**src/dsa_cfg.svh**
```systemverilog
// Bit positions, register selects and timing constants of the diskette sense/access block
`ifndef DSA_CFG_SVH
`define DSA_CFG_SVH
// Port selects on the parallel bus
`define DSA_SEL_XFER_STATUS   2'h0
`define DSA_SEL_POS_CONTROL   2'h1
`define DSA_SEL_POS_STATUS    2'h2
`define DSA_SEL_XFER_CONTROL  2'h3
// Transfer control bits
`define DSA_XC_START_WRITE    0
`define DSA_XC_START_READ     1
`define DSA_XC_DIAG1          2
`define DSA_XC_DIAG2          3
`define DSA_XC_ERASE          4
`define DSA_XC_WRITE_AM       6
`define DSA_XC_RESET          7
// Positioning control bits
`define DSA_PC_CLR_MEDIA      0
`define DSA_PC_MFM            1
`define DSA_PC_FILTER         2
`define DSA_PC_INNER          3
`define DSA_PC_HEAD_LOAD      4
`define DSA_PC_HEAD_SEL       5
`define DSA_PC_PHASE_A        6
`define DSA_PC_PHASE_B        7
// Reset values
`define DSA_POS_RESET         8'h00
// Timing
`define DSA_CLK_HZ            50000000
`define DSA_NO_INDEX_MS       200
`define DSA_LONG_INDEX_MS     16
`define DSA_NO_INDEX_CYC      ((`DSA_CLK_HZ / 1000) * `DSA_NO_INDEX_MS)
`define DSA_LONG_INDEX_CYC    ((`DSA_CLK_HZ / 1000) * `DSA_LONG_INDEX_MS)
`endif

```
**src/dsa_pkg.sv**
```systemverilog
// Types shared by the diskette sense/access block
package dsa_pkg;
  typedef enum logic [1:0] {MODE_ACCESS, MODE_READ, MODE_WRITE} dsa_mode_e;
  typedef struct packed {
    logic [1:0] sel;
    logic       wrStb;
    logic [7:0] data;
  } dsa_bus_s;
  typedef struct packed {
    dsa_mode_e  mode;
    logic       diag1;
    logic       diag2;
    logic       erase;
    logic       crcErr;
    logic       overrun;
    logic       newMedia;
    logic [7:0] pos;
    logic [1:0] idleIdx;
    logic [23:0] noIdxCnt;
    logic [23:0] longIdxCnt;
    logic [1:0] idxSync;
    logic [1:0] sideSync;
    logic [1:0] coverSync;
    logic       idxPrev;
    logic [7:0] rdData;
  } dsa_state_s;
endpackage

```
**src/dsa_sense_access.sv**
```systemverilog
// Diskette adapter transfer status and drive positioning register block
`timescale 1ns/1ps
`include "dsa_cfg.svh"
// How it works
// - Transfer status bit 0 reads one while in write mode.
// - Transfer status bit 1 reads one while in read mode.
// - Transfer status bit 2 reads one when either diagnostic latch is set.
// - Transfer status bit 3 follows the synchronised index sensor.
// - Transfer status bit 4 shows the erase gate latch.
// - Bit 5 shows double-sided media; software samples it after index check.
// - Bit 6 sets when media CRC disagrees with computed CRC.
// - Bit 7 sets on missed byte service; forces access mode.
// - Control bit 0 clears media-changed latch; cover opening sets it.
// - Control bit 1 selects FM (zero) or MFM (one).
// - Control bit 4 drives head load output.
// - Two index pulses with no command unload the heads.
// - Control bit 5 selects head 1 or head 0.
// - Phase lines: 0=bit6, 1=bit7, 2=not bit6, 3=not bit7.
// - No index 200 ms or index over 16 ms sets media-changed.
// - Positioning status bit 1 shows MFM encoding.
// - Positioning status bits 2 and 3 show the two zone latches.
// - Status bit 4 shows head loaded, bit 5 selected side.
// - Status bits 6 and 7 show stepper phase lines.
// - Transfer control bit 7 ends activity, back to access mode.
module dsa_sense_access #(
  parameter int NO_INDEX_CYC   = `DSA_NO_INDEX_CYC,
  parameter int LONG_INDEX_CYC = `DSA_LONG_INDEX_CYC
) (
  // Clock and reset
  input  wire logic              mclk,
  input  wire logic              srst,
  // Host parallel bus
  input  wire dsa_pkg::dsa_bus_s busOut,
  output logic [7:0]             busIn,
  // Events from the data path, same clock
  input  wire logic              crcMismatch,
  input  wire logic              byteReq,
  input  wire logic              byteServiced,
  // Drive sensors, asynchronous
  input  wire logic              indexSensor,
  input  wire logic              doubleSided,
  input  wire logic              coverOpen,
  // Drive controls
  output logic                   mfmSelect,
  output logic                   filterZone,
  output logic                   innerZone,
  output logic                   headLoad,
  output logic                   headSelect,
  output logic [3:0]             phaseLine,
  output logic                   eraseGate,
  output logic                   writeMode,
  output logic                   readMode
);

  dsa_pkg::dsa_state_s st_reg;
  dsa_pkg::dsa_state_s st_next;
  logic                pendReq_reg;
  logic                pendReq_next;

  // Transfer status byte assembly
  function automatic logic [7:0] xferByte(input dsa_pkg::dsa_state_s s);
    xferByte = {s.overrun,
                s.crcErr,
                s.sideSync[1],
                s.erase,
                s.idxSync[1],
                s.diag1 | s.diag2,
                s.mode == dsa_pkg::MODE_READ,
                s.mode == dsa_pkg::MODE_WRITE};
  endfunction

  // Positioning status byte: bit 0 media change, the rest mirror control
  function automatic logic [7:0] posByte(input dsa_pkg::dsa_state_s s);
    posByte = {s.pos[7:1], s.newMedia};
  endfunction

  logic idxRise;
  logic wrXfer;
  logic wrPos;
  assign idxRise = st_reg.idxSync[1] & ~st_reg.idxPrev;
  assign wrXfer  = busOut.wrStb && busOut.sel == `DSA_SEL_XFER_CONTROL;
  assign wrPos   = busOut.wrStb && busOut.sel == `DSA_SEL_POS_CONTROL;

  // Next-state logic; reads never touch state
  always_comb begin
    st_next = st_reg;
    pendReq_next = pendReq_reg;
    // Two-flop synchronisers for drive sensors
    st_next.idxSync   = {st_reg.idxSync[0], indexSensor};
    st_next.sideSync  = {st_reg.sideSync[0], doubleSided};
    st_next.coverSync = {st_reg.coverSync[0], coverOpen};
    st_next.idxPrev   = st_reg.idxSync[1];
    // Transfer control writes
    if (wrXfer) begin
      if (busOut.data[`DSA_XC_START_WRITE]) begin
        st_next.mode = dsa_pkg::MODE_WRITE;
      end
      if (busOut.data[`DSA_XC_START_READ]) begin
        st_next.mode = dsa_pkg::MODE_READ;
      end
      st_next.diag1 = busOut.data[`DSA_XC_DIAG1];
      st_next.diag2 = busOut.data[`DSA_XC_DIAG2];
      // Write AM also turns the erase gate on
      st_next.erase = busOut.data[`DSA_XC_ERASE] | busOut.data[`DSA_XC_WRITE_AM];
      if (busOut.data[`DSA_XC_RESET]) begin
        st_next.mode    = dsa_pkg::MODE_ACCESS;
        st_next.diag1   = 1'b0;
        st_next.diag2   = 1'b0;
        st_next.overrun = 1'b0;
        st_next.crcErr  = 1'b0;
        pendReq_next    = 1'b0;
      end
    end
    // CRC compare failure is sticky until reset command
    if (crcMismatch) begin
      st_next.crcErr = 1'b1;
    end
    // Overrun: a new byte request while the last is unserviced
    if (byteServiced) begin
      pendReq_next = 1'b0;
    end
    if (byteReq) begin
      if (pendReq_reg && !byteServiced) begin
        st_next.overrun = 1'b1;
        st_next.mode    = dsa_pkg::MODE_ACCESS;
        st_next.diag1   = 1'b0;
        st_next.diag2   = 1'b0;
      end
      pendReq_next = 1'b1;
    end
    // Positioning control write; bit 0 is a clear strobe, not stored
    if (wrPos) begin
      st_next.pos = {busOut.data[7:1], 1'b0};
      if (busOut.data[`DSA_PC_CLR_MEDIA]) begin
        st_next.newMedia = 1'b0;
      end
    end
    // Idle head unload: any command restarts the index count
    if (busOut.wrStb) begin
      st_next.idleIdx = 2'h0;
    end else if (idxRise && st_reg.pos[`DSA_PC_HEAD_LOAD]) begin
      if (st_reg.idleIdx == 2'h1) begin
        st_next.pos[`DSA_PC_HEAD_LOAD] = 1'b0;
        st_next.idleIdx = 2'h0;
      end else begin
        st_next.idleIdx = st_reg.idleIdx + 2'h1;
      end
    end
    // Index watchdogs; counters saturate at their limits
    if (idxRise) begin
      st_next.noIdxCnt = 24'h00_0000;
    end else if (st_reg.noIdxCnt < 24'(NO_INDEX_CYC)) begin
      st_next.noIdxCnt = st_reg.noIdxCnt + 24'h00_0001;
    end
    if (!st_reg.idxSync[1]) begin
      st_next.longIdxCnt = 24'h00_0000;
    end else if (st_reg.longIdxCnt < 24'(LONG_INDEX_CYC)) begin
      st_next.longIdxCnt = st_reg.longIdxCnt + 24'h00_0001;
    end
    // Setting events win over the software clear
    if (st_reg.coverSync[1]
        || st_reg.noIdxCnt == 24'(NO_INDEX_CYC) - 24'h00_0001
        || st_reg.longIdxCnt == 24'(LONG_INDEX_CYC)) begin
      st_next.newMedia = 1'b1;
    end
    // Read data registered from selected byte
    case (busOut.sel)
      `DSA_SEL_XFER_STATUS: st_next.rdData = xferByte(st_reg);
      `DSA_SEL_POS_STATUS:  st_next.rdData = posByte(st_reg);
      default:              st_next.rdData = 8'h00;
    endcase
  end

  // State register; reset returns to access mode
  always_ff @(posedge mclk) begin
    if (srst) begin
      st_reg      <= '0;
      pendReq_reg <= 1'b0;
    end else begin
      st_reg      <= st_next;
      pendReq_reg <= pendReq_next;
    end
  end

  // Outputs straight from state
  assign busIn      = st_reg.rdData;
  assign mfmSelect  = st_reg.pos[`DSA_PC_MFM];
  assign filterZone = st_reg.pos[`DSA_PC_FILTER];
  assign innerZone  = st_reg.pos[`DSA_PC_INNER];
  assign headLoad   = st_reg.pos[`DSA_PC_HEAD_LOAD];
  assign headSelect = st_reg.pos[`DSA_PC_HEAD_SEL];
  assign phaseLine  = {~st_reg.pos[`DSA_PC_PHASE_B], ~st_reg.pos[`DSA_PC_PHASE_A],
                       st_reg.pos[`DSA_PC_PHASE_B], st_reg.pos[`DSA_PC_PHASE_A]};
  assign eraseGate  = st_reg.erase;
  assign writeMode  = st_reg.mode == dsa_pkg::MODE_WRITE;
  assign readMode   = st_reg.mode == dsa_pkg::MODE_READ;

endmodule

```
**config.mk**
```make
export PLATFORM = sky130hd
export DESIGN_NAME = dsa_sense_access
export DESIGN_NICKNAME = d
export VERILOG_FILES = /design/src/dsa_pkg.sv /design/src/dsa_sense_access.sv
export VERILOG_INCLUDE_DIRS = /design/src /design/src/src
export SDC_FILE = /design/constraint.sdc
export NUM_CORES = 1
export LEC_CHECK = 0
export ABC_AREA = 1
export BUFFER_PORTS_ARGS = -buffer_cell sky130_fd_sc_hd__buf_2
export CAP_MARGIN = 10
export CORE_ASPECT_RATIO = 0.8
export CORE_MARGIN = 2
export CORE_UTILIZATION = 45
export CTS_CLUSTER_DIAMETER = 50
export DETAILED_ROUTE_END_ITERATION = 10
export PLACE_DENSITY = 0.74
export SLEW_MARGIN = 0
export SYNTH_ARGS = -nofsm -noshare
export SYNTH_HDL_FRONTEND = slang
export SYNTH_SLANG_ARGS = --single-unit
```
**constraint.sdc**
```tcl
create_clock -name mclk -period 4.7 [get_ports mclk]
set_input_delay 1.175 -clock mclk [delete_from_list [all_inputs] [get_ports mclk]]
set_output_delay 1.175 -clock mclk [all_outputs]
set_load 0.01 [all_outputs]
```
=== Word-level counts from Yosys, hierarchy flattened ===
Index checks and enable logic that the tools add are counted.

* Bits in registers: 81
* Word-level logic and storage cells: 80

* $add $sub $neg: 3
* $lt $le $gt $ge: 2
* Eq/ne operators: 8
* Mux-type cells: 22
* Bitwise operators: 7
* Reductions and logical operators: 20

{| class="wikitable"
|+ Operator list
! operator !! count
|-
| $add A24 B1 Y24 const B || 2
|-
| $eq A24 B20 Y1 const B || 1
|-
| $eq A24 B24 Y1 const B || 1
|-
| $lt A24 B20 Y1 const B || 1
|-
| $lt A24 B24 Y1 const B || 1
|-
| $pmux W8 S2 || 1
|-
| $mux W1 || 12
|-
| $mux W4 || 3
|-
| $mux W9 || 1
|-
| $mux W2 || 4
|-
| $reduce_bool A2 Y1 || 4
|-
| $mux W7 || 1
|-
| $eq A2 B1 Y1 const B || 3
|-
| $eq A2 B2 Y1 const B || 3
|-
| $reduce_and A2 Y1 || 3
|-
| $reduce_bool A3 Y1 || 2
|-
| $reduce_or A2 Y1 || 3
|-
| $logic_and A1 B1 Y1 || 4
|-
| $not A1 Y1 || 4
|-
| $add A2 B1 Y2 const B || 1
|-
| $logic_not A2 Y1 || 1
|-
| $logic_or A1 B1 Y1 || 2
|-
| $or A1 B1 Y1 || 2
|-
| $and A1 B1 Y1 || 1
|-
| $logic_not A1 Y1 || 1
|}

=== Logic depth before layout (Yosys ltp) ===
* Word-level depth: 6
* Gate-level depth with buffers: 11
* Mapped depth without buffers: 10

=== Least setup slack after synthesis ===
OpenSTA, ideal clock, no wires.

* Path type: in2reg
* From: input port busOut[10] (netlist name)
* To: register st_reg[73] (netlist name)
* Setup time: 0.128 ns
* Arrival: 1.938 ns
* Slack: 2.634 ns
* Cell stages on the path: 8
* Path through: inv_1 nand3_1 inv_1 nand2_1 a21oi_1 nand2_1 nor2_1 nor2_1

* Cells in the longest elaborated chain, start to end: 4

{| class="wikitable"
|+ Ends and longest elaborated chain
! element !! RTL line !! source
|-
| from (decl) || dsa_sense_access.sv:33 || <nowiki>input wire dsa_pkg::dsa_bus_s busOut,</nowiki>
|-
| $eq A2 B1 Y1 (no line) || -- ||
|-
| $logic_and A1 B1 Y1 (no line) || -- ||
|-
| $reduce_bool A2 Y1 (no line) || -- ||
|-
| $reduce_and A2 Y1 (no line) || -- ||
|-
| to (signal assigned) || dsa_sense_access.sv:180 || <nowiki>st_reg <= st_next;</nowiki>
|-
| to (decl) || dsa_sense_access.sv:55 || <nowiki>dsa_pkg::dsa_state_s st_reg;</nowiki>
|}

Every way passes these cells.
A chain may end at the register's enable or synchronous reset.

==> results.yml <==
run_status:
  outcome: "finished clean"
setup_path:
  worst-path-max-fanout: 21
  rr_startpoint: "st_reg[39]"
  critical_path_class: "in2reg"
  crit_required_ns: 4.93
  worstPathCellList: "buf_2 > inv_1 > nand2_1 > inv_1 > a32o_1"
  critPathLaunchType: "input port"
  cp-startpoint: "srst"
  slowest_delay_ns: 0.59
  crit_top_cell: "inv_1"
  cp_slowest_cell: "nand2_1"
  cp_data_arrival_time_ns: 2.85
  worst_setup_path_end_kind: "flop"
placed_design:
  portBuffers: 38
  dp_slack_ns: 1.70
  dpl.hpwl_mm: 7.04
  dp.cells: 797
  gp_congestion: 0.918
synth:
  synthCells: 668
  yosysSeqAreaShare_pct: 36.9
  synthesis.area_um2: 4400
  synth-seq-cells: 81
  synthDistinctLibCells: 32
  synth_fp_nets: 690
  yosysWarnings: 0
  syn_area_per_cell_um2: 6.59
grt:
  grt_overflow: 0
  grt_pass1_wl_mm: 17.1
  grt_pass1_vias: 3869
  grt_usage_pct: 19.6
  antenna_found_initial: 0
  grt_max_degree: 25
pwr:
  p_leak_uw: 0.00185
  p_per_area_nw_per_um2: 319
  max-vdd-ir-drop_v: 0.000206
  total_power_uw: 1560
sta:
  fin_crit_sh_pct: 55.6
  maxSlewViolCount: 0
  tns_ns: 0
  layout_setup_ws_ns: 2.08
  hold_viol: 0
  finClkSkew_ns: 0.00736
  worst_pin_slew_ns: 0.927
  min_period_ns: 2.62
  max-slew-margin-rel_pct: 38.1
  rsz0062_at_grt: "false"
  max_clock_freq_ghz: 0.382
  finalSetupViolations: 0
clock_tree:
  clk_pin_slew_worst_paths_ns: 0.07
  htree_levels: 3
  cts_tree: "built"
  cts_sinks: 81
  insertion_delay_ns: 0.34
  clock_path_buffers: 2
  cts_resized: 0
  cts-root-buf: "clkbuf_16"
  cts_buffers: 9
  postCtsSetupBuffers: 0
  holdBufCountCts: 0
hold_path:
  hold_path_class: "reg2reg"
  worstHoldStart: "st_next[14]"
die:
  start_util_pct: 46.0
  fp.dieW_um: 115
  core_um2: 9570
  num_rows: 32
  die_area_um2: 10600
  pin_count: 39
  die_height_um: 92.4
detailed_routing:
  vias: 4136
  routed_wl_mm: 9.77
  drtIter0Drc: 241
  vias_per_cell: 5.09
  ant_nets: 0
  drcViolationCount: 0
  wl_per_cell_um: 12.0
  firstDrtPassIters: 5
finish:
  layout-drive-gt1-share_pct: 12.8
  final_cells: 813
  syn2layout_area_growth_pct: 11.3
  largest_register_ffs: 60
  diodes: 0
  layout.nets: 711
job:
  max_cap_violations: 0
[cell families (layout without fill, tap and decap cells)]
family                   count (synthesis)  after routing  share of synthesized area, %
buffers and inverters                   93            119                          9.58
AO/OA/AOI/OAI                           81             81                          10.7
adder cells (fa/ha/maj)                  3              3                         0.853
XOR/XNOR                                24             24                          4.78
AND/OR/NAND/NOR                        386            386                          37.2
flip-flops                              81             81                          36.9
[synthesized netlist by cell type]
master,n,area share [%]
inv_2,1,0.085
a21oi_2,11,2.2
or2_2,3,0.43
o211ai_1,2,0.34
buf_6,1,0.26
xor2_1,18,3.6
nand2_1,200,17
nand3_1,33,3.8
nand2_4,2,0.51
xnor2_1,6,1.2
nand3b_1,1,0.17
nand3_4,2,0.80
dfxtp_1,81,37
nor2_4,2,0.51
buf_4,13,2.2
nor4_1,1,0.14
nor2_2,3,0.43
ha_1,3,0.85
buf_2,2,0.23
nor2_1,109,9.3
a311oi_1,1,0.20
o21ai_0,13,1.5
nand2_2,10,1.4
nor3_1,6,0.68
a32o_1,1,0.23
o21ai_4,1,0.37
buf_8,1,0.34
clkbuf_2,2,0.23
a21oi_1,52,5.9
nand4_1,14,2.0
clkbuf_1,9,0.77
inv_1,64,5.5
[metal layers]
layer	GRT usage, %	up-vias	share of wire [%]
met5	0	-	0
met4	7.22	0	1.4
met3	3.93	13	3.9
met2	31.1	101	45
met1	26.3	1879	49
li1	-	2143	-
[cell type report]
class,instances,area [µm²]
multi-input cells,494,2360
fillers,943,4670
repair buffers,38,190
flip-flops and latches,81,1620
well taps,119,149
clock inverters,7,109
inverters,65,244
clock buffers,9,225
[power by group]
group	total [µW]	switching (µW)	internal [µW]
clock	791	313	478
sequential	708	8.95	699
combinational	60.5	39.0	21.5
total	1560	361	1200
[path summary, 6_finish.rpt]
path	slack, ns	endpoint	cells after the start
worst max-delay path	2.08	busIn[3]	5
worst min-delay path	0.41	st_next[8]	2
worst max register to register	2.85	st_reg[53]	7
worst min register to register	0.41	st_next[8]	2
[stage by stage]
step                hold WS, ns  area, µm²  utilization, %
finish                    0.410       4890            51.2
global route              0.429       4890            51.2
CTS                       0.412       4890            51.2
detailed placement        0.394       4560            47.7
global placement          0.398       4560            47.7
floorplan                 0.388       4400               -
[critical path: cells and delay by family]
family	cells	cell delay [ns]
buffers and inverters	3	0.81
AND/OR/NAND/NOR	1	0.59
AO/OA/AOI/OAI	1	0.27
[placed cells by master, fill, tap and decap left out, drive strengths merged]
cell type,count
nand4,14
buf,38
xor2,18
o21ai,14
a32o,1
inv,69
nand3b,1
dfxtp,81
nor3,6
xnor2,6
ha,3
nor2,114
nor4,1
nand2,212
clkbuf,9
nand3,35
o211ai,2
bufinv,2
clkinv,1
or2,3
a311oi,1
a21oi,63
Note: power is estimated with default switching activity, not from simulation.
